File: src/hdl/swhd_pkg.sv
package swhd_pkg;

  // ----------------------------------------------------------------
  // Status word layout
  // ----------------------------------------------------------------
  localparam int unsigned STAT_WIDTH = 16;
  localparam int unsigned BIT_PARAM_WRITE = 15;
  localparam int unsigned BIT_LINK_READY = 12;
  localparam int unsigned BIT_FAULT_FLAG = 11;
  localparam int unsigned BIT_SLOWING_DOWN = 10;
  localparam int unsigned BIT_SPEEDING_UP = 9;
  localparam int unsigned BIT_CURRENT_LIMITING = 8;
  localparam int unsigned BIT_VOLTAGE_LIMITING = 7;
  localparam int unsigned BIT_BUS_ABOVE_UV = 5;
  localparam int unsigned BIT_OUTPUT_SHUT_OFF = 3;
  localparam int unsigned BIT_DC_BRAKING = 2;
  localparam int unsigned BIT_BACKWARD_RUN = 1;
  localparam int unsigned BIT_FORWARD_RUN = 0;
  localparam logic [15:0] STAT_ZERO_MASK = 16'h6050;
  localparam logic [15:0] STAT_RESET = 16'h0000;

  // ----------------------------------------------------------------
  // Menus, items and keys
  // ----------------------------------------------------------------
  localparam logic [1:0] MENU_SCOPE_FULL = 2'h2;
  localparam logic [2:0] MENU_FIRST = 3'h1;
  localparam logic [2:0] MENU_LAST = 3'h5;
  localparam logic [2:0] MENU_IO_CHECK = 3'h4;
  localparam logic [2:0] MENU_RESET = 3'h1;
  localparam logic [2:0] ITEM_CTRL = 3'h0;
  localparam logic [2:0] ITEM_COMM = 3'h1;
  localparam logic [2:0] ITEM_VOLT = 3'h2;
  localparam logic [2:0] ITEM_CURR = 3'h3;
  localparam logic [2:0] ITEM_METER = 3'h4;
  localparam logic [2:0] ITEM_RESET = 3'h0;
  localparam int unsigned KEY_COUNT = 5;
  localparam int unsigned KEY_PROG = 0;
  localparam int unsigned KEY_UP = 1;
  localparam int unsigned KEY_DOWN = 2;
  localparam int unsigned KEY_FUNC = 3;
  localparam int unsigned KEY_RESET = 4;

  // ----------------------------------------------------------------
  // Segment view layout, bit 0 = a ... bit 6 = g, bit 7 = dp
  // ----------------------------------------------------------------
  localparam logic [7:0] SEG_BLANK = 8'h00;
  localparam logic [7:0] SEG_UNDERSCORE = 8'h08;
  localparam logic [7:0] SEG_DASH = 8'h40;
  localparam int unsigned TERM_IN_LSB = 0;
  localparam int unsigned TERM_COMM_LSB = 13;
  localparam int unsigned TERM_OUT_DIGITAL = 0;
  localparam int unsigned TERM_OUT_RELAY = 8;

  typedef enum logic [3:0] {
    SWHD_MODE_RUN = 4'b0001,
    SWHD_MODE_MENU = 4'b0010,
    SWHD_MODE_LIST = 4'b0100,
    SWHD_MODE_DATA = 4'b1000
  } swhd_mode_t;

endpackage : swhd_pkg

File: src/hdl/swhd_glyph.sv
module swhd_glyph (
  // Nibble in
  input wire logic [3:0] nibble,
  // Segments out, bit 0 = a ... bit 6 = g
  output logic [6:0] segs
);

  // ----------------------------------------------------------------
  // Hex glyphs
  // ----------------------------------------------------------------
  always_comb begin
    unique case (nibble)
      4'h0: segs = 7'h3f;
      4'h1: segs = 7'h06;
      4'h2: segs = 7'h5b;
      4'h3: segs = 7'h4f;
      4'h4: segs = 7'h66;
      4'h5: segs = 7'h6d;
      4'h6: segs = 7'h7d;
      4'h7: segs = 7'h07;
      4'h8: segs = 7'h7f;
      4'h9: segs = 7'h6f;
      4'ha: segs = 7'h77;
      // Lower case so b and d differ from 8 and 0
      4'hb: segs = 7'h7c;
      4'hc: segs = 7'h39;
      4'hd: segs = 7'h5e;
      4'he: segs = 7'h79;
      4'hf: segs = 7'h71;
    endcase
  end

endmodule : swhd_glyph

File: src/hdl/swhd_display.sv
// Functional notes
// - Bit 15 set while parameters written
// - Bit 12 set when link ready
// - Bit 11 set on fault alarm
// - Bit 8 set while current limiting
// - Bit 7 set while voltage limiting
// - Bit 5 set above undervoltage level
// - Bit 3 set when output shut off
// - Bit 2 set during DC braking
// - Bit 1 set running backward
// - Bit 0 set running forward
// - Four hex digits, bits 15-12 leftmost
// - Hex glyphs, b and d lower case
// - Start running; program key opens menu
// - Item 0 shows control terminal states
// - Item 1 shows link-commanded terminal states
// - Up/down toggle segment or hex view
// - Item 2 shows voltage input volts
// - Item 3 shows current input milliamperes
// - Item 4 shows meter output volts
// - Reset key: data to list, list to menu
module swhd_display (
  // Clock and reset
  input wire logic core_clk,
  input wire logic rst_n,
  // Drive conditions, core_clk domain
  input wire logic paramWriteBusy,
  input wire logic linkReady,
  input wire logic faultFlag,
  input wire logic slowingDown,
  input wire logic speedingUp,
  input wire logic currentLimiting,
  input wire logic voltageLimiting,
  input wire logic busAboveUndervoltage,
  input wire logic outputShutOff,
  input wire logic dcBraking,
  input wire logic backwardRun,
  input wire logic forwardRun,
  // Configuration
  input wire logic [1:0] menuScopeCode,
  // Keypad pins, asynchronous, high while pressed
  input wire logic keyProg,
  input wire logic keyUp,
  input wire logic keyDown,
  input wire logic keyFunc,
  input wire logic keyReset,
  // Terminal data, display coded
  input wire logic [15:0] terminalInputs,
  input wire logic [15:0] linkTerminalInputs,
  input wire logic [15:0] terminalOutputs,
  input wire logic [15:0] voltageInputValue,
  input wire logic [15:0] currentInputValue,
  input wire logic [15:0] meterOutputValue,
  // Status and monitor
  output logic [15:0] statusWord,
  output logic [7:0] ledDigit4,
  output logic [7:0] ledDigit3,
  output logic [7:0] ledDigit2,
  output logic [7:0] ledDigit1,
  output logic progMode,
  output logic hexView
);

  typedef struct packed {
    swhd_pkg::swhd_mode_t mode;
    logic [2:0] menuSel;
    logic [2:0] itemSel;
    logic hexView;
    logic [swhd_pkg::KEY_COUNT-1:0] keySync1;
    logic [swhd_pkg::KEY_COUNT-1:0] keySync2;
    logic [swhd_pkg::KEY_COUNT-1:0] keyPrev;
    logic [15:0] statusWord;
    logic [31:0] segments;
  } swhd_state_t;

  swhd_state_t state_reg;
  swhd_state_t state_next;
  logic [swhd_pkg::KEY_COUNT-1:0] keyRaw;
  logic [swhd_pkg::KEY_COUNT-1:0] press;
  logic [15:0] dispWord;
  logic [31:0] dispSeg;
  logic [15:0] dataWord;
  logic [6:0] hexSeg [4];
  logic segView;

  // ----------------------------------------------------------------
  // Keypad
  // ----------------------------------------------------------------
  assign keyRaw = {keyReset, keyFunc, keyDown, keyUp, keyProg};
  // No debounce: keypad front end is assumed to deliver clean levels
  assign press = state_reg.keySync2 & ~state_reg.keyPrev;

  // ----------------------------------------------------------------
  // Glyphs
  // ----------------------------------------------------------------
  for (genvar i = 0; i < 4; i++) begin : g_glyph
    swhd_glyph u_glyph (
      .nibble(dispWord[4*i +: 4]),
      .segs(hexSeg[i])
    );
  end

  // ----------------------------------------------------------------
  // Display content
  // ----------------------------------------------------------------
  always_comb begin
    dataWord = terminalInputs;
    segView = 1'b0;
    dispWord = state_reg.statusWord;
    dispSeg = {1'b0, hexSeg[3], 1'b0, hexSeg[2], 1'b0, hexSeg[1], 1'b0, hexSeg[0]};
    unique case (state_reg.itemSel)
      swhd_pkg::ITEM_CTRL: dataWord = terminalInputs;
      swhd_pkg::ITEM_COMM: dataWord = linkTerminalInputs;
      swhd_pkg::ITEM_VOLT: dataWord = voltageInputValue;
      swhd_pkg::ITEM_CURR: dataWord = currentInputValue;
      swhd_pkg::ITEM_METER: dataWord = meterOutputValue;
      default: dataWord = 16'h0000;
    endcase
    unique case (state_reg.mode)
      swhd_pkg::SWHD_MODE_RUN: begin
        dispWord = state_reg.statusWord;
      end
      swhd_pkg::SWHD_MODE_MENU: begin
        dispWord = {13'h0000, state_reg.menuSel};
        dispSeg = {swhd_pkg::SEG_BLANK, swhd_pkg::SEG_BLANK, swhd_pkg::SEG_BLANK, 1'b0, hexSeg[0]};
      end
      swhd_pkg::SWHD_MODE_LIST: begin
        dispWord = {1'b0, swhd_pkg::MENU_IO_CHECK, 4'h0, 4'h0, 1'b0, state_reg.itemSel};
        dispSeg = {1'b0, hexSeg[3], swhd_pkg::SEG_UNDERSCORE, 1'b0, hexSeg[1], 1'b0, hexSeg[0]};
      end
      swhd_pkg::SWHD_MODE_DATA: begin
        dispWord = dataWord;
        segView = !state_reg.hexView && (state_reg.itemSel <= swhd_pkg::ITEM_COMM);
        if (segView) begin
          dispSeg = {7'h00, terminalOutputs[swhd_pkg::TERM_OUT_RELAY],
                     7'h00, terminalOutputs[swhd_pkg::TERM_OUT_DIGITAL],
                     dataWord[swhd_pkg::TERM_COMM_LSB +: 3], 5'h00,
                     3'h0, dataWord[swhd_pkg::TERM_IN_LSB +: 5]};
          // All terminals off shows a row of dashes
          if (dispSeg == 32'h00000000) begin
            dispSeg = {4{swhd_pkg::SEG_DASH}};
          end
        end
      end
      default: begin
        dispSeg = {4{swhd_pkg::SEG_BLANK}};
      end
    endcase
  end

  // ----------------------------------------------------------------
  // Next state
  // ----------------------------------------------------------------
  always_comb begin
    state_next = state_reg;
    state_next.keySync1 = keyRaw;
    state_next.keySync2 = state_reg.keySync1;
    state_next.keyPrev = state_reg.keySync2;
    state_next.segments = dispSeg;
    state_next.statusWord = 16'h0000;
    state_next.statusWord[swhd_pkg::BIT_PARAM_WRITE] = paramWriteBusy;
    state_next.statusWord[swhd_pkg::BIT_LINK_READY] = linkReady;
    state_next.statusWord[swhd_pkg::BIT_FAULT_FLAG] = faultFlag;
    state_next.statusWord[swhd_pkg::BIT_SLOWING_DOWN] = slowingDown;
    state_next.statusWord[swhd_pkg::BIT_SPEEDING_UP] = speedingUp;
    state_next.statusWord[swhd_pkg::BIT_CURRENT_LIMITING] = currentLimiting;
    state_next.statusWord[swhd_pkg::BIT_VOLTAGE_LIMITING] = voltageLimiting;
    state_next.statusWord[swhd_pkg::BIT_BUS_ABOVE_UV] = busAboveUndervoltage;
    state_next.statusWord[swhd_pkg::BIT_OUTPUT_SHUT_OFF] = outputShutOff;
    state_next.statusWord[swhd_pkg::BIT_DC_BRAKING] = dcBraking;
    state_next.statusWord[swhd_pkg::BIT_BACKWARD_RUN] = backwardRun;
    state_next.statusWord[swhd_pkg::BIT_FORWARD_RUN] = forwardRun;
    state_next.statusWord = state_next.statusWord & ~swhd_pkg::STAT_ZERO_MASK;

    // Program key wins over any other key in the same cycle
    unique case (state_reg.mode)
      swhd_pkg::SWHD_MODE_RUN: begin
        if (press[swhd_pkg::KEY_PROG]) begin
          state_next.mode = swhd_pkg::SWHD_MODE_MENU;
        end
      end
      swhd_pkg::SWHD_MODE_MENU: begin
        if (press[swhd_pkg::KEY_PROG]) begin
          state_next.mode = swhd_pkg::SWHD_MODE_RUN;
        end else if (press[swhd_pkg::KEY_UP]) begin
          state_next.menuSel = (state_reg.menuSel == swhd_pkg::MENU_LAST) ?
              swhd_pkg::MENU_FIRST : state_reg.menuSel + 3'h1;
        end else if (press[swhd_pkg::KEY_DOWN]) begin
          state_next.menuSel = (state_reg.menuSel == swhd_pkg::MENU_FIRST) ?
              swhd_pkg::MENU_LAST : state_reg.menuSel - 3'h1;
        end else if (press[swhd_pkg::KEY_FUNC]) begin
          // Check menu only in full scope
          if (state_reg.menuSel == swhd_pkg::MENU_IO_CHECK && menuScopeCode == swhd_pkg::MENU_SCOPE_FULL) begin
            state_next.mode = swhd_pkg::SWHD_MODE_LIST;
            state_next.itemSel = swhd_pkg::ITEM_CTRL;
          end
        end
      end
      swhd_pkg::SWHD_MODE_LIST: begin
        if (press[swhd_pkg::KEY_PROG]) begin
          state_next.mode = swhd_pkg::SWHD_MODE_RUN;
        end else if (press[swhd_pkg::KEY_RESET]) begin
          state_next.mode = swhd_pkg::SWHD_MODE_MENU;
        end else if (press[swhd_pkg::KEY_UP]) begin
          state_next.itemSel = (state_reg.itemSel == swhd_pkg::ITEM_METER) ?
              swhd_pkg::ITEM_CTRL : state_reg.itemSel + 3'h1;
        end else if (press[swhd_pkg::KEY_DOWN]) begin
          state_next.itemSel = (state_reg.itemSel == swhd_pkg::ITEM_CTRL) ?
              swhd_pkg::ITEM_METER : state_reg.itemSel - 3'h1;
        end else if (press[swhd_pkg::KEY_FUNC]) begin
          state_next.mode = swhd_pkg::SWHD_MODE_DATA;
          state_next.hexView = 1'b0;
        end
      end
      swhd_pkg::SWHD_MODE_DATA: begin
        if (press[swhd_pkg::KEY_PROG]) begin
          state_next.mode = swhd_pkg::SWHD_MODE_RUN;
        end else if (press[swhd_pkg::KEY_RESET]) begin
          state_next.mode = swhd_pkg::SWHD_MODE_LIST;
        end else if ((press[swhd_pkg::KEY_UP] || press[swhd_pkg::KEY_DOWN]) &&
                     state_reg.itemSel <= swhd_pkg::ITEM_COMM) begin
          state_next.hexView = !state_reg.hexView;
        end
      end
      default: begin
        state_next.mode = swhd_pkg::SWHD_MODE_RUN;
      end
    endcase
  end

  // ----------------------------------------------------------------
  // State register
  // ----------------------------------------------------------------
  always_ff @(posedge core_clk or negedge rst_n) begin
    if (!rst_n) begin
      state_reg <= '{mode: swhd_pkg::SWHD_MODE_RUN, menuSel: swhd_pkg::MENU_RESET,
                     itemSel: swhd_pkg::ITEM_RESET, hexView: 1'b0, keySync1: '0,
                     keySync2: '0, keyPrev: '0, statusWord: swhd_pkg::STAT_RESET,
                     segments: '0};
    end else begin
      state_reg <= state_next;
    end
  end

  assign statusWord = state_reg.statusWord;
  assign {ledDigit4, ledDigit3, ledDigit2, ledDigit1} = state_reg.segments;
  assign progMode = (state_reg.mode != swhd_pkg::SWHD_MODE_RUN);
  assign hexView = state_reg.hexView;

  // ----------------------------------------------------------------
  // Assertions
  // ----------------------------------------------------------------
  a_busy_bit: assert property (@(posedge core_clk) disable iff (!rst_n)
    paramWriteBusy |=> statusWord[15] ##1 (statusWord[15] == $past(paramWriteBusy)))
    else $error("busy bit does not follow parameter write");
  a_link_bit: assert property (@(posedge core_clk) disable iff (!rst_n)
    !linkReady |=> !statusWord[12]) else $error("link bit set without link ready");
  a_fault_bit: assert property (@(posedge core_clk) disable iff (!rst_n)
    $rose(faultFlag) |=> statusWord[11]) else $error("fault bit missed");
  a_limit_bits: assert property (@(posedge core_clk) disable iff (!rst_n)
    currentLimiting && !voltageLimiting |=> statusWord[8:7] == 2'b10) else $error("current limit bit wrong");
  a_volt_bit: assert property (@(posedge core_clk) disable iff (!rst_n)
    voltageLimiting |=> statusWord[7]) else $error("voltage limit bit missed");
  a_bus_bit: assert property (@(posedge core_clk) disable iff (!rst_n)
    !busAboveUndervoltage |=> !statusWord[5]) else $error("bus bit set below level");
  a_stage_bits: assert property (@(posedge core_clk) disable iff (!rst_n)
    outputShutOff && !dcBraking |=> statusWord[3:2] == 2'b10) else $error("shut off bit wrong");
  a_brake_bit: assert property (@(posedge core_clk) disable iff (!rst_n)
    dcBraking |=> statusWord[2]) else $error("braking bit missed");
  a_dir_bits: assert property (@(posedge core_clk) disable iff (!rst_n)
    backwardRun && !forwardRun |=> statusWord[1:0] == 2'b10) else $error("direction bits wrong");
  a_fwd_bit: assert property (@(posedge core_clk) disable iff (!rst_n)
    forwardRun && !backwardRun |=> statusWord[1:0] == 2'b01) else $error("forward bit wrong");
  a_zero_bits: assert property (@(posedge core_clk) disable iff (!rst_n)
    (statusWord & 16'h6050) == 16'h0000) else $error("reserved status bit set");
  a_ramp_bits: assert property (@(posedge core_clk) disable iff (!rst_n)
    slowingDown && !speedingUp |=> statusWord[10:9] == 2'b10) else $error("ramp bits wrong");
  a_left_digit: assert property (@(posedge core_clk) disable iff (!rst_n)
    state_reg.mode == swhd_pkg::SWHD_MODE_RUN && statusWord[15:12] == 4'h8 |=> ledDigit4 == 8'h7f)
    else $error("leftmost digit not top nibble");
  a_glyph_b: assert property (@(posedge core_clk) disable iff (!rst_n)
    state_reg.mode == swhd_pkg::SWHD_MODE_RUN && statusWord[3:0] == 4'hb |=> ledDigit1 == 8'h7c)
    else $error("glyph b wrong");
  a_menu_entry: assert property (@(posedge core_clk) disable iff (!rst_n)
    !progMode && $rose(keyProg) |-> ##[1:3] progMode) else $error("menu not entered");
  a_scope_gate: assert property (@(posedge core_clk) disable iff (!rst_n)
    state_reg.mode == swhd_pkg::SWHD_MODE_MENU && menuScopeCode != swhd_pkg::MENU_SCOPE_FULL
    |=> state_reg.mode != swhd_pkg::SWHD_MODE_LIST) else $error("check menu opened outside full scope");
  a_view_toggle: assert property (@(posedge core_clk) disable iff (!rst_n)
    state_reg.mode == swhd_pkg::SWHD_MODE_DATA && state_reg.itemSel <= swhd_pkg::ITEM_COMM &&
    press[swhd_pkg::KEY_UP] && !press[swhd_pkg::KEY_PROG] && !press[swhd_pkg::KEY_RESET]
    |=> hexView != $past(hexView)) else $error("view not toggled");
  a_reset_back: assert property (@(posedge core_clk) disable iff (!rst_n)
    state_reg.mode == swhd_pkg::SWHD_MODE_DATA && press[swhd_pkg::KEY_RESET] && !press[swhd_pkg::KEY_PROG]
    |=> state_reg.mode == swhd_pkg::SWHD_MODE_LIST) else $error("reset key did not return to list");
  a_volt_item: assert property (@(posedge core_clk) disable iff (!rst_n)
    state_reg.mode == swhd_pkg::SWHD_MODE_DATA && state_reg.itemSel == swhd_pkg::ITEM_VOLT &&
    voltageInputValue[3:0] == 4'hd |=> ledDigit1 == 8'h5e) else $error("voltage item not shown");

endmodule : swhd_display

File: config.mk
export PLATFORM = sky130hd
export DESIGN_NAME = swhd_display
export DESIGN_NICKNAME = d
export VERILOG_FILES = /design/src/hdl/swhd_pkg.sv /design/src/hdl/swhd_glyph.sv /design/src/hdl/swhd_display.sv
export SDC_FILE = /design/constraint.sdc
export NUM_CORES = 1
export LEC_CHECK = 0
export BUFFER_PORTS_ARGS = -buffer_cell sky130_fd_sc_hd__buf_2
export CORE_MARGIN = 1
export CORE_UTILIZATION = 36
export CTS_CLUSTER_DIAMETER = 100
export CTS_CLUSTER_SIZE = 25
export DETAILED_ROUTE_END_ITERATION = 7
export HOLD_SLACK_MARGIN = 0.1
export PLACE_DENSITY_LB_ADDON = 0.25
export SYNTH_ARGS = -nofsm -noshare
export SYNTH_HDL_FRONTEND = slang
export SYNTH_HIERARCHICAL = 1
export SYNTH_SLANG_ARGS = --single-unit
File: constraint.sdc
create_clock -name core_clk -period 11 [get_ports core_clk]
set_input_delay 0.55 -clock core_clk [delete_from_list [all_inputs] [get_ports core_clk]]
set_output_delay 0.55 -clock core_clk [all_outputs]
set_load 0.03 [all_outputs]
Word-level counts from Yosys, hierarchy flattened
Memory sizes are Yosys's and may differ from the RTL's. Index checks and enable logic that the tools add are counted.

Register bits: 70. Bits in read-only memories: 448. Bits of input ports: 117. Output and inout bits: 50. Logic and storage cells: 113. Memories: 4.

Add/sub/neg operators: 4. $lt $le $gt $ge: 1. Equal/unequal tests: 36. Muxes and demuxes: 42. Bitwise gates (word level): 3. Reductions and logical operators: 14.

Memory list: (no name shown) (depth 16, width 7, rd ports 1, clocked after Yosys merged registers in 0, write ports 0, RTL line swhd_glyph.sv:12) `unique case (nibble)`; (no name shown) (depth 16, width 7, rd ports 1, clocked after Yosys merged registers in 0, write ports 0, RTL line swhd_glyph.sv:12); (no name shown) (depth 16, width 7, rd ports 1, clocked after Yosys merged registers in 0, write ports 0, RTL line swhd_glyph.sv:12); (no name shown) (depth 16, width 7, rd ports 1, clocked after Yosys merged registers in 0, write ports 0, RTL line swhd_glyph.sv:12).

Operator list (count): $pmux 31 s4 (1); $pmux 16 s5 (1); $mux 31 (2); $mux 4 (15); $pmux 16 s3 (1); $mux 3 (13); $ne 2x2->1 const B (14); $reduce_and 9->1 (3); $ne 3x3->1 const B (6); $pmux 4 s4 (1); $ne 4x4->1 const B (3); $logic_not 10->1 (1); $eq 3x3->1 const B (3); $add 3x1->3 const B (2); $eq 3x1->1 const B (2); $eq 3x2->1 const B (2); $mux 1 (6); $pmux 3 s2 (1); $reduce_bool 2->1 (3); $sub 3x1->3 const B (2); $and 5x5->5 (1); $not 5->5 (1); $eq 4x1->1 const B (1); $eq 4x2->1 const B (1); other kinds (12) (14).

Logic depth before layout (Yosys ltp)
Gate-level depths: netlist of run 1.

Depth in word-level cells: 8. Depth in mapped cells: 17. Mapped depth without buffers: 15.

Modules after synthesis
The synthesis of run 1 kept the hierarchy.

Modules (own cells, without submodules): swhd_display (times used 1, cells each 382, area an instance 3857.4 µm², sequential area each 1679.1 µm²); swhd_glyph (times used 4, cells each 33, area an instance 286.5 µm², sequential area each 0.0 µm²).

Worst setup path before layout of run 1
OpenSTA, ideal clock, no wires.

Path kind: reg-to-reg. Start: register state_reg[66] (netlist name). End: register state_reg (netlist bit ledDigit2[6]). Setup time: 0.068 ns. Data arrival time: 3.471 ns. Path slack: 7.461 ns. Stages on the path, launching flop included: 17. Buffers on the path: 3. Period minus slack after synthesis: 3.539 ns. Path through: dfrtp_1 -> clkbuf_1 -> inv_1 -> ha_1 -> clkbuf_1 -> clkbuf_1 -> a222oi_1 -> o21ai_0 -> a22o_1 -> ha_1 -> mux2_4 -> a22oi_1 -> nor4bb_1 -> a31oi_1 -> a21o_1 -> a221o_1 -> nand2_1.

RTL lines: start: declaration (RTL line swhd_display.sv:76) `swhd_state_t state_reg;`; start signal: assignment (RTL line swhd_display.sv:236) `state_reg <= '{mode: swhd_pkg::SWHD_MODE_RUN, menuSel: swhd_pkg::MENU_RESET,`; start signal: assignment (RTL line swhd_display.sv:241) `state_reg <= state_next;`.

==> results.yml, run 1 <==
cts:
  cts.clk_slew.worst_paths_ns: 0.06
  clk_latency_ns: 0.35
  clockBufferDepth: 2
  cts_tree: "done"
  postCtsHoldBufs: 0
  cts_root_buf: "clkbuf_16"
  post_cts_buffers: 0
  ctsResizeCount: 0
  cts.sinks: 67
  numCtsBuffers: 9
  htree_levels: 3
sta:
  rsz0062_at_grt: "no"
  hold_viol_final: 0
  max_freq_mhz: 217.7
  slew_viol_final: 0
  setup_violations: 0
  fin_tns_setup_ns: 0
  hold_slack_ns: 0.3047
  period_share_pct: 41.76
  worst_slack_ns: 6.407
  worst_pin_slew_ns: 0.8532
  slew_headroom_pct: 43.12
  period_needed_ns: 4.593
  skew_ns: 0.01016
global_route:
  track_usage_pct: 20.24
  grt_start_max_net_pins: 68
  gr-total-overflow: 0
  grt_pass1_vias: 4066
  grt_pass1_wl_um: 21860
  antenna_found_initial: 0
finish:
  drive_gt1_share_pct: 31.68
  largest_reg_flops: 15
  final_common_cell: "buf_2"
  instances_no_fill: 783
  nNetsFinal: 757
  area_growth_pct: 15.25
  final_cell_mix: "buf_2, dfrtp_1, ha_1"
  nFillCells: 1322
synth:
  synth_edf_count: 0
  syn-cell-area_um2: 5004
  ys.flop_type: "dfrtp_1"
  netlist_instances: 514
  syn_avg_cell_area_um2: 9.735
  ys_ff_latch: 67
  yosys.area.top_type_share_pct: 32.51
  synth_cell_types: 64
  synth_area_leader_cell: "dfrtp_1"
  async_flop_share_pct: 100.0
  synth_area_leaders: "dfrtp_1, ha_1, buf_4, a222oi_1, a22oi_1"
  synth_seq_area_share_pct: 33.56
  synth.yosys.warnings: 6
worst_setup_path:
  r2r_end: "ledDigit2[6]"
  worstSetupEndpointType: "flop"
  critPathLaunch: "state_reg[65]"
  crit_required_ns: 11.28
  r2r_setup_slack_ns: 6.41
  path_max_fanout: 19
  crit_path_end: "ledDigit2[6]"
  cp.arrival_ns: 4.87
  crit_type: "flop to flop"
  reg2reg_from: "state_reg[65]"
  start_kind: "flop"
  reg2regPathDepth: 15
placed_design:
  place_ws_ns: 6.424
  gp_congestion: 0.8721
  io_buffer_count: 145
  place_hpwl_um: 10960
  placed_cells: 766
die:
  initial_utilization_pct: 37.34
  die_area_um2: 14370
  coreArea_um2: 13400
  chipWidth_um: 119.9
  rows: 42
  die_h_um: 119.9
  top_level_ports: 167
route:
  vias: 4273
  routed_wl_um: 14480
  vias_per_cell: 5.457
  ant_nets: 0
  drt_iter0_drc: 339
  wl_per_cell_um: 18.49
  drcViolationCount: 0
  first_pass_iters: 6
power:
  finalPower_mw: 1.249
  p_per_area_nw_per_um2: 216.6
  leakage_nw: 2.693
  vdd_drop_max_uv: 93.58
run_status:
  outcome: "finished, final reports clean"
run:
  drv_cap: 0
min_path:
  hold_class: "input pin to flop"
-- worst min path at each step --
| stage | from | end | cells past startpoint |
|---|---|---|---|
| 3_3_place_gp | state_next[54] | state_next[49] | 0 |
| 4_1_cts | keyDown | state_next[55] | 1 |
| 6_report | outputShutOff | statusWord[3] | 1 |
| 2_1_floorplan | rst_n | hexView | 0 |
| 3_5_place_dp | state_next[53] | state_next[48] | 0 |
| 5_1_grt | speedingUp | statusWord[9] | 1 |
-- routing by layer --
metal	up-vias	routed length, um	track usage (%)
met4	0	424	9.141
met5	-	0	0
met3	31	1058	4.848
met1	2057	6287	26.47
met2	194	6708	31.58
li1	1991	-	-
-- cells by family (layout without fill, tap and decap cells) --
| kind of cell | after synthesis | count (layout) | share of synthesized area [%] |
|---|---|---|---|
| adder cells (fa/ha/maj) | 39 | 39 | 9.752 |
| AND/OR/NAND/NOR | 122 | 122 | 13.93 |
| XOR/XNOR | 3 | 3 | 0.5252 |
| buffers and inverters | 110 | 196 | 12.98 |
| flip-flops | 67 | 67 | 33.56 |
| multiplexers | 28 | 28 | 7.502 |
| AO/OA/AOI/OAI | 144 | 144 | 21.68 |
| other | 1 | 8 | 0.07495 |
-- report_power, final --
group	internal [mW]	switching, mW	total (mW)
registers	0.315	0.0376	0.353
logic	0.220	0.387	0.607
clock network	0.180	0.109	0.290
total	0.715	0.534	1.25
-- cell type report --
class	instances	area (um^2)	share of cell area (%)
Antenna cell	1	2.502	0.04339
Clock buffer	11	242.7	4.209
Clock inverter	5	52.55	0.9113
Inverter	31	116.4	2.018
Multi-Input combinational cell	343	2698	46.78
Sequential cell	67	1679	29.12
Tap cell	176	220.2	3.819
Timing Repair Buffer	149	755.7	13.10
-- worst max-delay path, stage by stage, from the launching register on --
cell,delay [ns]
dfrtp_1,0.45
ha_1,0.21
ha_1,0.71
nor2_1,0.14
a21oi_2,0.61
inv_1,0.17
nor2_1,0.29
inv_1,0.15
ha_1,0.25
mux2_4,0.26
a22oi_1,0.32
nor4bb_1,0.33
a31oi_1,0.08
a21o_1,0.18
a221o_1,0.31
nand2_1,0.06
-- cell usage after synthesis (3+ instances only) --
| cell type | count |
|---|---|
| and2_1 | 18 |
| inv_1 | 30 |
| a21oi_1 | 17 |
| buf_4 | 49 |
| buf_6 | 5 |
| mux4_1 | 4 |
| nand2_1 | 24 |
| nand2b_1 | 11 |
| mux2_4 | 4 |
| nor3_1 | 9 |
| a22oi_1 | 20 |
| nor2b_1 | 15 |
| a21o_2 | 4 |
| a22o_1 | 14 |
| ha_1 | 39 |
| mux2i_1 | 12 |
| xnor2_1 | 3 |
| a222oi_1 | 16 |
| nand3_1 | 5 |
| a221o_1 | 3 |
| o21ai_1 | 3 |
| clkbuf_1 | 12 |
| a32oi_1 | 8 |
| o21ai_0 | 23 |
| o31ai_1 | 7 |
| o211ai_1 | 5 |
| dfrtp_1 | 65 |
| buf_2 | 12 |
| mux2_2 | 8 |
| nor2_1 | 22 |
-- through the flow --
stage | utilization, % | instance area (um^2)
global route | 43.02 | 5764
floorplan | - | 5026
detailed placement | 40.81 | 5469
finish | 43.03 | 5767
CTS | 43.02 | 5764
global placement | 40.81 | 5469
Note: power is estimated with default switching activity, not from simulation.
==> run 2: changes to the inputs <==
--- a/config.mk
+++ b/config.mk
@@ -5,6 +5,7 @@
 export SDC_FILE = /design/constraint.sdc
 export NUM_CORES = 1
 export LEC_CHECK = 0
+export ABC_AREA = 1
 export BUFFER_PORTS_ARGS = -buffer_cell sky130_fd_sc_hd__buf_2
 export CORE_MARGIN = 1
 export CORE_UTILIZATION = 36
==> constraint.sdc (replaced) <==
create_clock -name core_clk -period 4.65 [get_ports core_clk]
set_input_delay 0.2325 -clock core_clk [delete_from_list [all_inputs] [get_ports core_clk]]
set_output_delay 0.2325 -clock core_clk [all_outputs]
set_load 0.03 [all_outputs]
==> results.yml, run 2 <==
die:
  rows: 42
  die_area_um2: 14310
  initial_utilization_pct: 37.32
  die_h_um: 119.6
  top_level_ports: 167
  chipWidth_um: 119.6
  coreArea_um2: 13350
synth:
  synth_edf_count: 0
  synth_seq_area_share_pct: 33.71
  synth_top_cells_by_count: "nand2_1, inv_1, dfrtp_1"
  synth.yosys.warnings: 6
  synth_cell_types: 37
  synth_area_leader_cell: "dfrtp_1"
  async_flop_share_pct: 100.0
  yosys.area.top_type_share_pct: 32.66
  ys.flop_type: "dfrtp_1"
  syn_avg_cell_area_um2: 7.035
  syn-cell-area_um2: 4981
  synth_area_leaders: "dfrtp_1, nand2_1, ha_1, buf_4, inv_1"
  post-synth-top-count-cell: "nand2_1"
  ys_ff_latch: 67
  netlist_instances: 708
power:
  vdd_drop_max_uv: 295.5
  p_seq_share_pct: 27.6
  clkPwrFrac_pct: 23.7
  leakage_nw: 3.410
  finalPower_mw: 2.908
  power_frac_comb_pct: 48.7
  net-switching-power_mw: 1.324
  p_int_mw: 1.584
  switching_share_pct: 45.52
  p_per_area_nw_per_um2: 484.3
global_route:
  grt_pass1_wl_um: 21760
  grt_start_max_net_pins: 38
  grt_pass1_vias: 4464
  busiest_layer: "met2"
  gr-total-overflow: 0
  antenna_found_initial: 0
  met2_usage_pct: 32.91
  grt.met3_usage_pct: 4.135
  met1_usage_pct: 24.78
  track_usage_pct: 19.33
sta:
  slew_viol_final: 0
  period_share_pct: 73.71
  hold_viol_final: 0
  slew_headroom_pct: 35.70
  rsz0062_at_grt: "no"
  max_freq_mhz: 291.7
  worst_pin_slew_ns: 0.9544
  skew_ns: 0.006253
  fin_tns_setup_ns: 0
  worst_slack_ns: 1.222
  setup_violations: 0
  period_needed_ns: 3.428
  hold_slack_ns: 0.1323
finish:
  area_growth_pct: 20.55
  final_area_um2: 6005
  drive_gt1_share_pct: 24.31
  nNetsFinal: 986
  largest_reg_flops: 15
  final_cell_mix: "nand2_1, buf_2, inv_1"
  final_common_cell: "nand2_1"
  antennaDiodeCount: 0
worst_setup_path:
  start_kind: "flop"
  r2r_setup_slack_ns: 1.22
  path_max_fanout: 16
  crit_required_ns: 4.84
  worstSetupEndpointType: "flop"
  crit_type: "flop to flop"
  cp.arrival_ns: 3.62
route:
  drcViolationCount: 0
  drt_iter0_drc: 237
  routed_wl_um: 13240
  vias_per_cell: 4.667
  first_pass_iters: 5
  wl_per_cell_um: 13.09
  vias: 4718
  ant_nets: 0
cts:
  post_cts_buffers: 0
  clockBufferDepth: 2
  postCtsHoldBufs: 18
  cts_root_buf: "clkbuf_16"
  numCtsBuffers: 9
  clk_latency_ns: 0.34
  htree_levels: 3
  ctsResizeCount: 0
  cts.sinks: 67
  cts.clk_slew.worst_paths_ns: 0.06
  cts_tree: "done"
placed_design:
  place_hpwl_um: 10270
  dpl-instance-area_um2: 5523
  io_buffer_count: 145
  place_ws_ns: 1.285
  gp_congestion: 0.9155
run:
  drv_cap: 0
min_path:
  hold_class: "input pin to flop"
run_status:
  outcome: "finished, final reports clean"
run 2: worst max-delay path, stage by stage, from the launching register on:
cell and delay, ns:
dfrtp_1 0.56, inv_2 0.27, ha_1 0.62, nand2_1 0.09
o21ai_0 0.10, a211oi_1 0.07, o21ai_0 0.51, inv_1 0.20
ha_1 0.31, nand2_1 0.07, o21ai_0 0.10, nand2_1 0.09
nand2_1 0.06, nor2_1 0.14, nor2_1 0.08
run 2: power by group through the flow:
stage,clock [mW],combinational [mW],sequential [mW]
4_1_cts,0.703,1.42,0.803
6_report,0.690,1.41,0.803
3_3_place_gp,0,1.40,0.814
5_1_grt,0.727,1.60,0.819
2_1_floorplan,0,1.19,0.803
3_5_place_dp,0,1.40,0.813
run 2: path summary, 6_finish.rpt:
kind                               startpoint             end  depth (start not counted)
max                             state_reg[66]    ledDigit3[3]                         14
min                        terminalOutputs[0]    ledDigit3[0]                          3
max reg2reg                     state_reg[66]    ledDigit3[3]                         14
min reg2reg                    state_next[54]  state_next[49]                          0
max in group asynchronous               rst_n   state_reg[67]                          3
min in group asynchronous               rst_n  statusWord[10]                          2
run 2: cells by family (layout without fill, tap and decap cells):
family,Yosys count,after routing,synth area share [%]
simple gates,372,372,31.35
buf+inv,154,275,16.10
compound gates,73,73,8.616
flops,67,67,33.71
fa+ha+maj,39,39,9.797
xor+xnor,2,2,0.3517
other cells,1,7,0.07529
run 2: routing by layer:
layer | vias up | part of all wire, % | wire, um
met4 | 0 | 0.86 | 114
met2 | 135 | 48 | 6398
met1 | 2183 | 46 | 6100
met3 | 14 | 4.7 | 624
li1 | 2386 | - | -
met5 | - | 0 | 0
run 2: area by class of cell:
cell class	instances	area, um^2
clock inverters	7	76.32
multi-input cells	493	2522
inverters	92	345.3
well taps	176	220.2
repair buffers	167	935.9
clock buffers	9	225.2
fillers	1413	7343
flip-flops and latches	67	1679
run 2: per-stage QoR:
stage	std cells	util [%]
finish	1011	44.99
global route	1011	44.99
CTS	1011	44.99
detailed placement	977	41.38
global placement	977	41.38
floorplan	714	-
